File: config.mk
export PLATFORM = sky130hd
export DESIGN_NAME = lsb_exec_unit
export DESIGN_NICKNAME = d
export VERILOG_FILES = /design/src/pkg/lsb_pkg.sv /design/src/rtl/lsb_exec_unit.sv /design/src/rtl/lsb_bit_alu.sv
export SDC_FILE = /design/constraint.sdc
export NUM_CORES = 2
export LEC_CHECK = 0
export BUFFER_PORTS_ARGS = -buffer_cell sky130_fd_sc_hd__buf_2
export CELL_PAD_IN_SITES_DETAIL_PLACEMENT = 0
export CELL_PAD_IN_SITES_GLOBAL_PLACEMENT = 1
export CORE_MARGIN = 4
export CORE_UTILIZATION = 32
export DETAILED_ROUTE_END_ITERATION = 8
export GPL_TIMING_DRIVEN = 0
export PLACE_DENSITY = 0.69
export SYNTH_ARGS = -nofsm -noshare
export SYNTH_HDL_FRONTEND = slang
export SYNTH_SLANG_ARGS = --single-unit
File: constraint.sdc
create_clock -name hclk -period 3.45 [get_ports hclk]
set_input_delay 0.8625 -clock hclk [delete_from_list [all_inputs] [get_ports hclk]]
set_output_delay 0.8625 -clock hclk [all_outputs]
set_load 0.01 [all_outputs]
File: src/pkg/lsb_pkg.sv
// constants, command encodings and carrier types for the load/store/bit execution unit
package lsb_pkg;

    // ==========================================================
    // register map (byte offsets on the ahb-lite slave)
    localparam logic [7:0] OFF_CMD = 8'h00;
    localparam logic [7:0] OFF_ADDR = 8'h04;
    localparam logic [7:0] OFF_STAT = 8'h08;
    localparam logic [7:0] OFF_GSEL = 8'h0c;
    localparam logic [7:0] OFF_GDATA = 8'h10;
    localparam logic [7:0] OFF_PAGE = 8'h14;
    localparam logic [7:0] OFF_SP = 8'h18;
    localparam int CMD_W = 23;
    localparam int STAT_BUSY_BIT = 8;

    // ==========================================================
    // pointer pairs live in the working registers, low byte first
    localparam logic [4:0] PTR_X_LO = 5'h1a;
    localparam logic [4:0] PTR_Y_LO = 5'h1c;
    localparam logic [4:0] PTR_Z_LO = 5'h1e;

    // ==========================================================
    // status flag positions
    localparam int FLG_C = 0;
    localparam int FLG_Z = 1;
    localparam int FLG_N = 2;
    localparam int FLG_V = 3;
    localparam int FLG_S = 4;
    localparam int FLG_H = 5;
    localparam int FLG_T = 6;
    localparam int FLG_I = 7;

    // ==========================================================
    // reset values
    localparam logic [7:0] STATUS_FLAGS_REG_RST = 8'h00;
    localparam logic [15:0] SP_RST = 16'hffff;
    localparam logic [7:0] PAGE_RST = 8'h00;

    // ==========================================================
    // instruction lengths in clock cycles
    localparam logic [1:0] CYC_ALU = 2'h1;
    localparam logic [1:0] CYC_MEM = 2'h2;
    localparam logic [1:0] CYC_XFETCH = 2'h3;

    // ==========================================================
    // commands, pointer modes and carriers
    typedef enum logic [4:0] {
        OP_NOP, OP_INDIRECT_LOAD, OP_INDIRECT_STORE, OP_ABSOLUTE_LOAD,
        OP_ABSOLUTE_STORE, OP_PUSH, OP_POP, OP_IO_BIT_FORCE_ONE,
        OP_IO_BIT_FORCE_ZERO, OP_ROTATE_LEFT_VIA_CARRY, OP_ROTATE_RIGHT_VIA_CARRY,
        OP_ARITH_SHIFT_RIGHT, OP_LOGIC_SHIFT_LEFT, OP_LOGIC_SHIFT_RIGHT,
        OP_NIBBLE_SWAP, OP_BIT_TO_TRANSFER_FLAG, OP_TRANSFER_FLAG_TO_BIT,
        OP_FLAG_ON, OP_FLAG_OFF, OP_EXTENDED_PROG_FETCH
    } lsb_op_t;
    typedef enum logic [1:0] {PM_PLAIN, PM_POST_INC, PM_PRE_DEC, PM_OFFSET} lsb_pmode_t;
    typedef enum logic [1:0] {PS_X, PS_Y, PS_Z, PS_ZALT} lsb_psel_t;
    typedef struct packed {
        lsb_pmode_t pmode;
        lsb_psel_t psel;
        logic [5:0] disp;
        logic [2:0] bitn;
        logic [4:0] rsel;
        lsb_op_t op;
    } lsb_cmd_t;
    typedef struct packed {
        logic [15:0] addr;
        logic [7:0] wdata;
        logic we;
        logic re;
    } lsb_dm_req_t;
    typedef struct packed {
        logic [5:0] addr;
        logic [2:0] bitn;
        logic set;
        logic clr;
    } lsb_io_req_t;
    typedef struct packed {
        logic [23:0] addr;
        logic re;
    } lsb_pm_req_t;

    // cycles an operation occupies the unit
    function automatic logic [1:0] lsb_ncyc(input lsb_op_t op);
        case (op)
            OP_INDIRECT_LOAD, OP_INDIRECT_STORE, OP_ABSOLUTE_LOAD, OP_ABSOLUTE_STORE,
            OP_PUSH, OP_POP, OP_IO_BIT_FORCE_ONE, OP_IO_BIT_FORCE_ZERO: lsb_ncyc = CYC_MEM;
            OP_EXTENDED_PROG_FETCH: lsb_ncyc = CYC_XFETCH;
            default: lsb_ncyc = CYC_ALU;
        endcase
    endfunction

endpackage

File: src/rtl/lsb_exec_unit.sv
// execution unit for data transfer, stack, i/o bit, shift and flag instructions
//
// What this block does
// - post-increment indirect load: read at pointer, then pointer plus one; 2 cycles
// - pre-decrement indirect load: pointer minus one, then read; 2 cycles, no flags
// - offset load: read at Y or Z plus offset, pointer kept; 2 cycles
// - absolute load copies the byte at the given address; 2 cycles, no flags
// - post-increment indirect store: write at pointer, then increment; 2 cycles
// - pre-decrement indirect store: decrement pointer, then write; 2 cycles
// - offset store writes at Y or Z plus offset, pointer kept; 2 cycles
// - absolute store writes the source to the given address; 2 cycles
// - push puts the source register on the stack in 2 cycles
// - pop takes the top stack byte into the destination; 2 cycles
// - io bit force one sets one bit of an io register; 2 cycles
// - io bit force zero clears one bit of an io register; 2 cycles
// - rotate left via carry; updates Z, C, N, V in 1 cycle
// - rotate right via carry; updates Z, C, N, V in 1 cycle
// - arithmetic shift right keeps the top bit; Z, C, N, V; 1 cycle
// - bit to transfer flag copies a register bit into T; 1 cycle
// - transfer flag to bit writes T into a register bit; 1 cycle
// - global irq on sets I only, 1 cycle
// - global irq off clears I only, 1 cycle
// - overflow flag on and off, each 1 cycle, only V
// - half carry on and off, each 1 cycle, only H
// - sign test on and off, each 1 cycle, only S
// - extended prog fetch reads page:Z into r0 in 3 cycles
`timescale 1ns/100ps
module lsb_exec_unit (
    // clock and reset
    input wire logic hclk,
    input wire logic hresetn,
    // ahb-lite slave
    input wire logic hsel,
    input wire logic [31:0] haddr,
    input wire logic [1:0] htrans,
    input wire logic hwrite,
    input wire logic [2:0] hsize,
    input wire logic [31:0] hwdata,
    input wire logic hready,
    output logic [31:0] hrdata,
    output logic hreadyout,
    output logic hresp,
    // data memory and stack
    output lsb_pkg::lsb_dm_req_t dm_req,
    input wire logic [7:0] dm_rdata,
    // io register space
    output lsb_pkg::lsb_io_req_t io_req,
    // program memory
    output lsb_pkg::lsb_pm_req_t pm_req,
    input wire logic [7:0] pm_rdata
);
    import lsb_pkg::*;

    typedef enum logic [1:0] {S_IDLE, S_C1, S_C2, S_C3} lsb_state_t;

    lsb_state_t st_q;
    lsb_cmd_t cmd_q;
    logic [7:0] rf [0:31];
    logic [7:0] status_flags_reg_q;
    logic [7:0] prog_page_select_q;
    logic [15:0] sp_q;
    logic [15:0] abs_q;
    logic [4:0] gsel_q;
    logic ph_we_q;
    logic [7:0] ph_off_q;
    logic [31:0] hrdata_q;
    logic hreadyout_q;
    logic hresp_q;
    lsb_dm_req_t dm_q;
    lsb_io_req_t io_q;
    lsb_pm_req_t pm_q;

    logic addr_ok;
    logic idle;
    logic cmd_go;
    logic ptr_op;
    logic [4:0] plo;
    logic [15:0] ptr_val;
    logic [15:0] z_val;
    logic [15:0] ptr_nx;
    logic [15:0] ea;
    logic [7:0] rd_val;
    logic [7:0] alu_res;
    logic [7:0] alu_flags;
    logic [1:0] ncyc;

    // ==========================================================
    // ahb-lite slave: zero wait states, always okay
    assign addr_ok = hsel && htrans[1] && hready;
    assign idle = (st_q == S_IDLE);
    // a command written while busy is dropped, never queued
    assign cmd_go = ph_we_q && (ph_off_q == OFF_CMD) && idle;

    // address phase capture for the following data phase
    always_ff @(posedge hclk or negedge hresetn) begin
        if (!hresetn) begin
            ph_we_q <= 1'b0;
            ph_off_q <= 8'h00;
        end else begin
            ph_we_q <= addr_ok && hwrite;
            ph_off_q <= haddr[7:0];
        end
    end

    // read data is registered in the address phase so it stands in the data phase
    always_ff @(posedge hclk or negedge hresetn) begin
        if (!hresetn) begin
            hrdata_q <= 32'h0000_0000;
        end else if (addr_ok && !hwrite) begin
            case (haddr[7:0])
                OFF_CMD: hrdata_q <= {{(32-CMD_W){1'b0}}, cmd_q};
                OFF_ADDR: hrdata_q <= {16'h0000, abs_q};
                OFF_STAT: hrdata_q <= {23'h000000, !idle, status_flags_reg_q};
                OFF_GSEL: hrdata_q <= {27'h0000000, gsel_q};
                OFF_GDATA: hrdata_q <= {24'h000000, rf[gsel_q]};
                OFF_PAGE: hrdata_q <= {24'h000000, prog_page_select_q};
                OFF_SP: hrdata_q <= {16'h0000, sp_q};
                default: hrdata_q <= 32'h0000_0000;
            endcase
        end else begin
            hrdata_q <= 32'h0000_0000;
        end
    end

    // handshake outputs from flops
    always_ff @(posedge hclk or negedge hresetn) begin
        if (!hresetn) begin
            hreadyout_q <= 1'b1;
            hresp_q <= 1'b0;
        end else begin
            hreadyout_q <= 1'b1;
            hresp_q <= 1'b0;
        end
    end

    // software-written setup registers; held while busy so a command sees stable inputs
    always_ff @(posedge hclk or negedge hresetn) begin
        if (!hresetn) begin
            abs_q <= 16'h0000;
            gsel_q <= 5'h00;
            prog_page_select_q <= PAGE_RST;
        end else if (ph_we_q && idle) begin
            case (ph_off_q)
                OFF_ADDR: abs_q <= hwdata[15:0];
                OFF_GSEL: gsel_q <= hwdata[4:0];
                OFF_PAGE: prog_page_select_q <= hwdata[7:0];
                default: abs_q <= abs_q;
            endcase
        end
    end

    // ==========================================================
    // command register and sequencing
    always_ff @(posedge hclk or negedge hresetn) begin
        if (!hresetn) begin
            cmd_q <= '0;
        end else if (cmd_go) begin
            cmd_q <= lsb_cmd_t'(hwdata[CMD_W-1:0]);
        end
    end

    assign ncyc = lsb_ncyc(cmd_q.op);

    // one state per instruction cycle; length set by the operation
    always_ff @(posedge hclk or negedge hresetn) begin
        if (!hresetn) begin
            st_q <= S_IDLE;
        end else begin
            case (st_q)
                S_IDLE: if (cmd_go) st_q <= S_C1;
                S_C1: st_q <= (ncyc > CYC_ALU) ? S_C2 : S_IDLE;
                S_C2: st_q <= (ncyc > CYC_MEM) ? S_C3 : S_IDLE;
                S_C3: st_q <= S_IDLE;
                default: st_q <= S_IDLE;
            endcase
        end
    end

    // ==========================================================
    // pointer pairs and effective address
    // X with an offset has no hardware form; it falls back to plain X
    always_comb begin
        case (cmd_q.psel)
            PS_X: plo = PTR_X_LO;
            PS_Y: plo = PTR_Y_LO;
            default: plo = PTR_Z_LO;
        endcase
    end

    assign ptr_val = {rf[plo + 5'h01], rf[plo]};
    assign z_val = {rf[PTR_Z_LO + 5'h01], rf[PTR_Z_LO]};
    assign rd_val = rf[cmd_q.rsel];
    assign ptr_op = (cmd_q.op == OP_INDIRECT_LOAD) || (cmd_q.op == OP_INDIRECT_STORE);

    // post-increment uses the old value, pre-decrement the new one
    always_comb begin
        ptr_nx = ptr_val;
        ea = ptr_val;
        case (cmd_q.pmode)
            PM_POST_INC: ptr_nx = ptr_val + 16'h0001;
            PM_PRE_DEC: begin
                ptr_nx = ptr_val - 16'h0001;
                ea = ptr_nx;
            end
            PM_OFFSET: if (cmd_q.psel != PS_X) ea = ptr_val + {10'h000, cmd_q.disp};
            default: ea = ptr_val;
        endcase
    end

    lsb_bit_alu u_alu (
        .op(cmd_q.op),
        .bitn(cmd_q.bitn),
        .val(rd_val),
        .flags(status_flags_reg_q),
        .res(alu_res),
        .flags_n(alu_flags)
    );

    // ==========================================================
    // working registers: bus access when idle, results while busy
    // when the destination is half of the pointer, the loaded byte wins
    always_ff @(posedge hclk or negedge hresetn) begin
        if (!hresetn) begin
            for (int i = 0; i < 32; i++) begin
                rf[i] <= 8'h00;
            end
        end else begin
            case (st_q)
                S_IDLE: if (ph_we_q && ph_off_q == OFF_GDATA) rf[gsel_q] <= hwdata[7:0];
                S_C1: begin
                    if (ptr_op && (cmd_q.pmode == PM_POST_INC || cmd_q.pmode == PM_PRE_DEC)) begin
                        rf[plo] <= ptr_nx[7:0];
                        rf[plo + 5'h01] <= ptr_nx[15:8];
                    end
                    if (ncyc == CYC_ALU) rf[cmd_q.rsel] <= alu_res;
                end
                S_C2: begin
                    case (cmd_q.op)
                        OP_INDIRECT_LOAD, OP_ABSOLUTE_LOAD, OP_POP:
                            rf[cmd_q.rsel] <= dm_rdata;
                        default: rf[cmd_q.rsel] <= rf[cmd_q.rsel];
                    endcase
                end
                S_C3: if (cmd_q.op == OP_EXTENDED_PROG_FETCH) rf[0] <= pm_rdata;
                default: rf[0] <= rf[0];
            endcase
        end
    end

    // status flags change only on single-cycle datapath operations
    always_ff @(posedge hclk or negedge hresetn) begin
        if (!hresetn) begin
            status_flags_reg_q <= STATUS_FLAGS_REG_RST;
        end else if (st_q == S_C1 && ncyc == CYC_ALU) begin
            status_flags_reg_q <= alu_flags;
        end
    end

    // stack pointer: post-decrement on push, pre-increment on pop
    always_ff @(posedge hclk or negedge hresetn) begin
        if (!hresetn) begin
            sp_q <= SP_RST;
        end else if (idle && ph_we_q && ph_off_q == OFF_SP) begin
            sp_q <= hwdata[15:0];
        end else if (st_q == S_C1 && cmd_q.op == OP_PUSH) begin
            sp_q <= sp_q - 16'h0001;
        end else if (st_q == S_C1 && cmd_q.op == OP_POP) begin
            sp_q <= sp_q + 16'h0001;
        end
    end

    // ==========================================================
    // data memory request stands for the second cycle only
    always_ff @(posedge hclk or negedge hresetn) begin
        if (!hresetn) begin
            dm_q <= '0;
        end else begin
            dm_q <= '0;
            if (st_q == S_C1) begin
                case (cmd_q.op)
                    OP_INDIRECT_LOAD: dm_q <= '{addr: ea, wdata: 8'h00, we: 1'b0, re: 1'b1};
                    OP_INDIRECT_STORE: dm_q <= '{addr: ea, wdata: rd_val, we: 1'b1, re: 1'b0};
                    OP_ABSOLUTE_LOAD: dm_q <= '{addr: abs_q, wdata: 8'h00, we: 1'b0, re: 1'b1};
                    OP_ABSOLUTE_STORE: dm_q <= '{addr: abs_q, wdata: rd_val, we: 1'b1, re: 1'b0};
                    OP_PUSH: dm_q <= '{addr: sp_q, wdata: rd_val, we: 1'b1, re: 1'b0};
                    OP_POP: dm_q <= '{addr: sp_q + 16'h0001, wdata: 8'h00, we: 1'b0, re: 1'b1};
                    default: dm_q <= '0;
                endcase
            end
        end
    end

    // io bit request; the io space does its own read-modify-write of one bit
    always_ff @(posedge hclk or negedge hresetn) begin
        if (!hresetn) begin
            io_q <= '0;
        end else begin
            io_q <= '0;
            if (st_q == S_C1) begin
                io_q.addr <= abs_q[5:0];
                io_q.bitn <= cmd_q.bitn;
                io_q.set <= (cmd_q.op == OP_IO_BIT_FORCE_ONE);
                io_q.clr <= (cmd_q.op == OP_IO_BIT_FORCE_ZERO);
            end
        end
    end

    // program memory request stands for the second and third cycles
    always_ff @(posedge hclk or negedge hresetn) begin
        if (!hresetn) begin
            pm_q <= '0;
        end else if (st_q == S_C1 && cmd_q.op == OP_EXTENDED_PROG_FETCH) begin
            pm_q <= '{addr: {prog_page_select_q, z_val}, re: 1'b1};
        end else if (st_q == S_C3 || idle) begin
            pm_q <= '0;
        end
    end

    assign hrdata = hrdata_q;
    assign hreadyout = hreadyout_q;
    assign hresp = hresp_q;
    assign dm_req = dm_q;
    assign io_req = io_q;
    assign pm_req = pm_q;

    logic c1;
    logic c_flag;
    logic rd_msb;
    logic sel_bit;
    logic [7:0] keep_mask;
    assign c1 = (st_q == S_C1);
    assign c_flag = status_flags_reg_q[FLG_C];
    assign rd_msb = rd_val[7];
    assign sel_bit = rd_val[cmd_q.bitn];
    assign keep_mask = ~(8'h01 << cmd_q.bitn);
endmodule

File: src/rtl/lsb_bit_alu.sv
// single-cycle shift, rotate, bit transfer and flag datapath
`timescale 1ns/100ps
module lsb_bit_alu (
    // operation
    input wire lsb_pkg::lsb_op_t op,
    input wire logic [2:0] bitn,
    // operands
    input wire logic [7:0] val,
    input wire logic [7:0] flags,
    // results
    output logic [7:0] res,
    output logic [7:0] flags_n
);
    import lsb_pkg::*;

    // result and flag update; untouched flags pass straight through
    always_comb begin
        logic shift;
        shift = 1'b1;
        res = val;
        flags_n = flags;
        case (op)
            OP_ROTATE_LEFT_VIA_CARRY: begin
                res = {val[6:0], flags[FLG_C]};
                flags_n[FLG_C] = val[7];
            end
            OP_ROTATE_RIGHT_VIA_CARRY: begin
                res = {flags[FLG_C], val[7:1]};
                flags_n[FLG_C] = val[0];
            end
            OP_ARITH_SHIFT_RIGHT: begin
                res = {val[7], val[7:1]};
                flags_n[FLG_C] = val[0];
            end
            OP_LOGIC_SHIFT_LEFT: begin
                res = {val[6:0], 1'b0};
                flags_n[FLG_C] = val[7];
            end
            OP_LOGIC_SHIFT_RIGHT: begin
                res = {1'b0, val[7:1]};
                flags_n[FLG_C] = val[0];
            end
            default: begin
                shift = 1'b0;
                case (op)
                    OP_NIBBLE_SWAP: res = {val[3:0], val[7:4]};
                    OP_BIT_TO_TRANSFER_FLAG: flags_n[FLG_T] = val[bitn];
                    OP_TRANSFER_FLAG_TO_BIT: res[bitn] = flags[FLG_T];
                    OP_FLAG_ON: flags_n[bitn] = 1'b1;
                    OP_FLAG_OFF: flags_n[bitn] = 1'b0;
                    default: res = val;
                endcase
            end
        endcase
        // shifts set zero, negative and overflow = negative xor carry
        if (shift) begin
            flags_n[FLG_Z] = (res == 8'h00);
            flags_n[FLG_N] = res[7];
            flags_n[FLG_V] = res[7] ^ flags_n[FLG_C];
        end
    end

endmodule

# After elaboration in Yosys (flattened, before gate mapping)
# Memories as Yosys holds them, arrays and structs flattened.
# Index checks and enable logic that the tools add are counted.
totals:
  reg_bits: 437
  mem_bits_ro: 64
  in_bits: 90
  memories: 1
classes:
  addsub: 6
  magnitude_cmp: 12
  eq_ne: 42
  mux: 66
  bitwise: 9
  reduce_logical: 48
mem_list:
  columns: ["memory", "depth", "word_bits", "rd", "rd_clocked_by_memory_dff", "wr", "line", "text"]
  rows:
  - ["(no name shown)", 32, 2, 1, 0, 0, "lsb_pkg.sv:84", "case (op)"]
ops:
  columns: ["cell", "n"]
  rows:
  - ["256-bit bitwise mux", 6]
  - ["256-bit 2-to-1 mux", 5]
  - ["248-bit one-hot mux with 3 select lines", 1]
  - ["23-bit one-hot mux with 7 select lines", 1]
  - ["8-bit binary-select mux with 5-bit select", 4]
  - ["8-bit demux with 5-bit select", 4]
  - ["26-bit one-hot mux with 6 select lines", 1]
  - ["8-bit 2-to-1 mux", 13]
  - ["16-bit 2-to-1 mux", 4]
  - ["16-bit one-hot mux with 2 select lines", 2]
  - ["25-bit 2-to-1 mux", 2]
  - ["8-bit by 5-bit == test with 1-bit output (second input constant)", 6]
  - ["5-bit by 4-bit == test with 1-bit output (second input constant)", 8]
  - ["8-bit one-hot mux with 5 select lines", 1]
  - ["16-bit by 1-bit adder with 16-bit output (second input constant)", 2]
  - ["8-bit one-hot mux with 4 select lines", 1]
  - ["16-bit by 1-bit subtractor with 16-bit output (second input constant)", 2]
  - ["26-bit 2-to-1 mux", 1]
  - ["8-bit by 4-bit == test with 1-bit output (second input constant)", 3]
  - ["6-bit greater-or-equal comparator (second input constant)", 4]
  - ["8-bit zero test", 3]
  - ["6-bit by 1-bit < comparator with 1-bit output (second input constant)", 4]
  - ["5-bit inverter with 6-bit output", 4]
  - ["23-bit 2-to-1 mux", 1]
  - ["44 further kinds", 100]

# Logic depth before layout (Yosys ltp)
logic_depth:
  word_depth: 16
  depth_mapped: 15
  depth_no_buf: 12

# By module
# Synthesis repeated with hierarchy kept, for this count alone.
hier_totals:
  hier_cells: 4044
  hier_area_um2: 33021.7
by_module_without_submodules:
  columns: ["mod", "n_inst", "cells_per_inst", "area_per_inst_um2"]
  rows:
  - ["lsb_exec_unit", 1, 3921, 32148.3]
  - ["lsb_bit_alu", 1, 123, 873.3]

# Worst setup path after synthesis
# OpenSTA, ideal clock, no wires.
synth_path:
  path_kind: "reg2reg"
  start: "register cmd_q[19] (netlist bit)"
  end: "register dm_q (netlist bit dm_req[21])"
  t_arrival_ns: 3.247
  t_required_ns: 3.312
  path_slack_ns: 0.066
  path_stages_with_launch: 14
  n_path_buf: 2
  synth_period_minus_slack_ns: 3.384
  path_cell_list: "dfrtp_1 buf_4 mux2_1 o21a_1 buf_2 ha_1 nand3b_1 nor2_1 or4_1 a31oi_1 nor4_1 xnor2_1 a222oi_1 o22ai_1"
synth_between:
  elab_chain_cells: 12
  elab_cells_between_ends: 19
  classes_between: "add/sub: 3; eq/ne: 1; mux: 11; bitwise: 2; reduce/logical: 2"
synth_lines:
  columns: ["item", "line", "text"]
  rows:
  - ["start, declared", "lsb_exec_unit.sv:57", "lsb_cmd_t cmd_q;"]
  - ["start signal, assigned", "lsb_exec_unit.sv:158", "cmd_q <= lsb_cmd_t'(hwdata[CMD_W-1:0]);"]
  - ["2-bit by 1-bit == test with 1-bit output or 2-bit zero test (tied branches)", "lsb_exec_unit.sv:183", "case (cmd_q.psel)"]
  - ["3-bit one-hot mux with 2 select lines", "lsb_exec_unit.sv:183", null]
  - ["5-bit by 1-bit adder with 5-bit output", "lsb_exec_unit.sv:190", "assign ptr_val = {rf[plo + 5'h01], rf[plo]};"]
  - ["5-bit inverter with 6-bit output (implied by the code)", "lsb_exec_unit.sv:190", null]
  - ["8-bit binary-select mux with 5-bit select", "lsb_exec_unit.sv:190", null]
  - ["8-bit 2-to-1 mux (implied by the code) (2 in series)", "lsb_exec_unit.sv:190", null]
  - ["16-bit by 6-bit adder with 16-bit output", "lsb_exec_unit.sv:205", "PM_OFFSET: if (cmd_q.psel != PS_X) ea = ptr_val + {10'h000, cmd_q.disp};"]
  - ["16-bit 2-to-1 mux", "lsb_exec_unit.sv:205", null]
  - ["16-bit one-hot mux with 2 select lines (*)", "lsb_exec_unit.sv:199", "case (cmd_q.pmode)"]
  - ["26-bit one-hot mux with 6 select lines (*)", "lsb_exec_unit.sv:280", "case (cmd_q.op)"]
  - ["26-bit 2-to-1 mux (*)", "lsb_exec_unit.sv:279", "if (st_q == S_C1) begin"]
  - ["end signal, assigned", "lsb_exec_unit.sv:281", "OP_INDIRECT_LOAD: dm_q <= '{addr: ea, wdata: 8'h00, we: 1'b0, re: 1'b1};"]
  - ["end signal, assigned", "lsb_exec_unit.sv:282", "OP_INDIRECT_STORE: dm_q <= '{addr: ea, wdata: rd_val, we: 1'b1, re: 1'b0};"]
  - ["end signal, assigned", "lsb_exec_unit.sv:283", "OP_ABSOLUTE_LOAD: dm_q <= '{addr: abs_q, wdata: 8'h00, we: 1'b0, re: 1'b1};"]
  - ["end, declared", "lsb_exec_unit.sv:69", "lsb_dm_req_t dm_q;"]
# Every way passes the cells marked *; elsewhere a longest branch is shown, timed or not. The select of a mux whose other input is x is not followed.
# A chain may end at the register's enable or synchronous reset.

# Worst setup path after layout
layout_path:
  start: "register gsel_q[1]"
  end: "register hrdata_q[4] (netlist: hrdata[4])"
layout_between:
  elab_chain_cells: 6
layout_lines:
  columns: ["item", "line", "text"]
  rows:
  - ["start, declared", "lsb_exec_unit.sv:63", "logic [4:0] gsel_q;"]
  - ["start signal, assigned", "lsb_exec_unit.sv:145", "OFF_GSEL: gsel_q <= hwdata[4:0];"]
  - ["5-bit inverter with 6-bit output (implied by the code)", "lsb_exec_unit.sv:115", "OFF_GDATA: hrdata_q <= {24'h000000, rf[gsel_q]};"]
  - ["8-bit binary-select mux with 5-bit select", "lsb_exec_unit.sv:115", null]
  - ["8-bit 2-to-1 mux (implied by the code) (2 in series)", "lsb_exec_unit.sv:115", null]
  - ["23-bit one-hot mux with 7 select lines", "lsb_exec_unit.sv:110", "case (haddr[7:0])"]
  - ["23-bit 2-to-1 mux", "lsb_exec_unit.sv:109", "end else if (addr_ok && !hwrite) begin"]
  - ["end signal, assigned", "lsb_exec_unit.sv:111", "OFF_CMD: hrdata_q <= {{(32-CMD_W){1'b0}}, cmd_q};"]
  - ["end signal, assigned", "lsb_exec_unit.sv:115", null]
  - ["end signal, assigned", "lsb_exec_unit.sv:116", "OFF_PAGE: hrdata_q <= {24'h000000, prog_page_select_q};"]
  - ["end, declared", "lsb_exec_unit.sv:66", "logic [31:0] hrdata_q;"]
# No other way between the ends. The select of a mux whose other input is x is not followed.

==> reports/metrics.cfg <==
[run_status]
status=complete, but fails checks
violations_in_the_final_reports=negative setup slack

[floorplanning]
fp-row-count=121
design.core.area_um2=108700
die-area_um2=114800
die_width_um=338.8
effective_utilization_at_floorplan_pct=32.22
pin_count=186
die_h_um=338.8

[layout]
syn2layout_area_growth_pct=28.11
finalNetCount=4757
drive_above_1_share_pct=27.21

[power_and_ir_drop]
power.leakage_nw=17.65
p_clk_share_pct=13.6
switching_share_pct=55.68
vdd.ir_drop.worst_mv=0.5771
power_per_cell_area_nw_per_um2=1070
combinational_share_of_power_pct=63.5
netSwitchingPower_w=0.02674
p_seq_share_pct=22.9
p_int_w=0.02128

[synthesis]
cell_with_the_most_instances_after_synthesis=nand2_1
seq_area_frac_synth_pct=30.64
synthDominantCellAreaShare_pct=29.44
synth_enable_flop_cells=0
postSynth.asyncResetShare_pct=100.0
synth.top_cells.by_area=dfrtp_1 29%, a21oi_1 6.1%, nand2_1 5.3%, mux2i_1 5.1%, o21ai_0 4.8%
synth-warning-count=0
syn_inst=4303
synth.ff_latch_count=428
synth_common_cells=493 x nand2_1, 438 x nor2_1, 427 x a21oi_1, 412 x dfrtp_1, 334 x o21ai_0
synth.largest_area_cell=dfrtp_1
syn_area_per_cell_um2=8.139
synthDistinctLibCells=94
most_used_dff_post_synth=dfrtp_1
syn_area_um2=35020

[setup_path]
cp_common_cell=buf_2
critical_path_class=flop to flop
cp_max_fo=10
critical-path-slowest-cell=a22oi_1
crit_path_end_kind=flop
arrival_ps=4160
crit_required_ps=3990
setup.worst_path.start_class=flop
critical-path-max-stage-delay_ps=690
worstPathCellList=buf_2 > buf_2 > mux4_2 > a22oi_1 > nand4_1 > nand2_1 > a21oi_1

[clock_tree]
cts_made_buffers=56
cts_tree=yes
max_clock_buf_depth=3
clock_tree.htree_level_count=2
cts.root.buffer_cell=clkbuf_16
clk_pin_slew_worst_paths_ps=60
clkLatencyLatePin_ps=710
clock-sinks=428

[flow_run]
max-cap-violations=0

[drt]
route.antenna.remaining_nets=0
drt-wirelength-per-cell_um=37.51
wirelength_mm=229.6
drt_pass_1_iters=6
detailed_router_s_first_iteration_violation_count=5679
remaining_drc_errors=0
detail_route.vias_per_cell=6.649
via_count=40700

[sta]
finalCriticalPeriod_ps=3613
maxSlewHeadroom_pct=6.024
clock_skew_ps=48.10
finalSetupViolations=93
tightest_pin_transition_ps=1410
final-hold-violation-count=0
postLayoutSetupSlackWorst_ps=-162.6
fmaxAchievable_mhz=276.8
grt_setup_unrepaired=yes
tns_ps=-3963
number_of_slew_limit_violations_in_the_final_report=0
hold_ws_ps=279.6
post_route_fraction_of_the_period_consumed_by_the_critical_path_pct=104.7

[grt]
grt.overflow.total=0
first_pass_grt_wire_length_mm=311.4
grt_antenna_before_repair=14
grt_max_degree=119
track_usage_pct=38.08
first_global_vias=37310

[hold_path]
hold_path_class=input pin to flop

[placed_design]
port_buffers=135
place.gp.congestion=1.088
post_detailed_placement_half_perimeter_wirelength_mm=168.6

-- critical path: cells and delay by family (launching register included) --
kind | cells | cell delay, ps
muxes | 1 | 450
DFF | 1 | 600
buffers and inverters | 2 | 1000
AOI/OAI and AO/OA | 2 | 800
and+or+nand+nor | 2 | 570
-- worst paths after layout --
check | start | to | slack (ps) | depth (start not counted)
min in group asynchronous | hresetn | dm_req[22]$_DFF_PN0_ | 610 | 2
worst min-delay path | haddr[0] | ph_off_q[0]$_DFF_PN0_ | 280 | 1
worst max-delay path | gsel_q[1]$_DFFE_PN0P_ | hrdata[4]$_DFF_PN0_ | -160 | 7
worst max register to register | gsel_q[1]$_DFFE_PN0P_ | hrdata[4]$_DFF_PN0_ | -160 | 7
max in group asynchronous | hresetn | asynchronous set/reset pin | 1400 | 4
worst min register to register | pm_req[0]$_DFFE_PN0P_ | pm_req[0]$_DFFE_PN0P_ | 490 | 2
-- through the flow --
stage                     cell area, µm²  instances  setup WS (ps)  total power, W  utilization (%)
after floorplan                    35060       4312          65.54         0.02457                -
after global placement             37500       5861          -8071         0.03567            34.50
after detailed placement           37740       5872          -1667         0.03604            34.72
after CTS                          42690       6050         -127.2         0.04460            39.27
after global routing               44840       6111         -105.6         0.04947            41.25
final                              44870       6122         -162.6         0.04802            41.27
-- cells by family after synthesis --
family,count (synthesis),synth area share [%]
AOI/OAI and AO/OA,1529,29.19
xor gates and xnor gates,33,0.8253
adders and majority gates,17,0.6073
buffers and inverters,495,5.916
DFF,428,30.64
muxes,391,13.99
other,2,0.02144
and+or+nand+nor,1408,18.81
-- power groups by stage --
stage	sequential (W)	combinational, W	clock [W]
after floorplan	0.00848	0.0161	0
after global placement	0.0103	0.0254	0
after detailed placement	0.0104	0.0257	0
after CTS	0.0106	0.0275	0.00657
after global routing	0.0109	0.0318	0.00676
final	0.0110	0.0305	0.00654
-- layer usage --
metal / up-vias / wire length [µm] / GRT usage, %
met5: - / 39 / 0.2500
met4: 6 / 19990 / 26.93
met3: 772 / 23910 / 9.583
met2: 2914 / 97630 / 56.84
met1: 20170 / 88070 / 48.06
li1: 16840 / - / -
-- cell usage in the layout (no fill, tap or decap), types with 86 or more instances in the layout --
cell	netlist	layout
nand2_1	493	491
a21oi_1	427	416
dfrtp_1	412	403
nor2_1	438	372
o21ai_0	334	326
clkbuf_1	316	188
buf_2	41	149
a211oi_1	146	129
mux2_2	147	123
buf_4	23	112
mux2i_1	179	101
a22oi_1	124	96
clkbuf_2	7	93
a221oi_2	58	86
-- timing repair --
item                                   CTS  global route
cloned                                   9            10
endpoints found under the hold margin   26             0
setup buffers                           75            55
setup endpoints to repair              304           281
gates resized for setup                508           418
pin swaps                               40            65
hold buffers                             1             0
-- final cells by class --
type / instances / area, µm²
Timing Repair Buffer: 295 / 2813
Inverter: 61 / 231.5
Antenna cell: 12 / 30.03
Tap cell: 1414 / 1769
Clock inverter: 24 / 366.6
Sequential cell: 428 / 10740
Clock buffer: 80 / 1632
Multi-Input combinational cell: 3389 / 24570
Buffer: 419 / 2715
Fill cell: 10970 / 63840
Note: power is estimated with default switching activity, not from simulation.
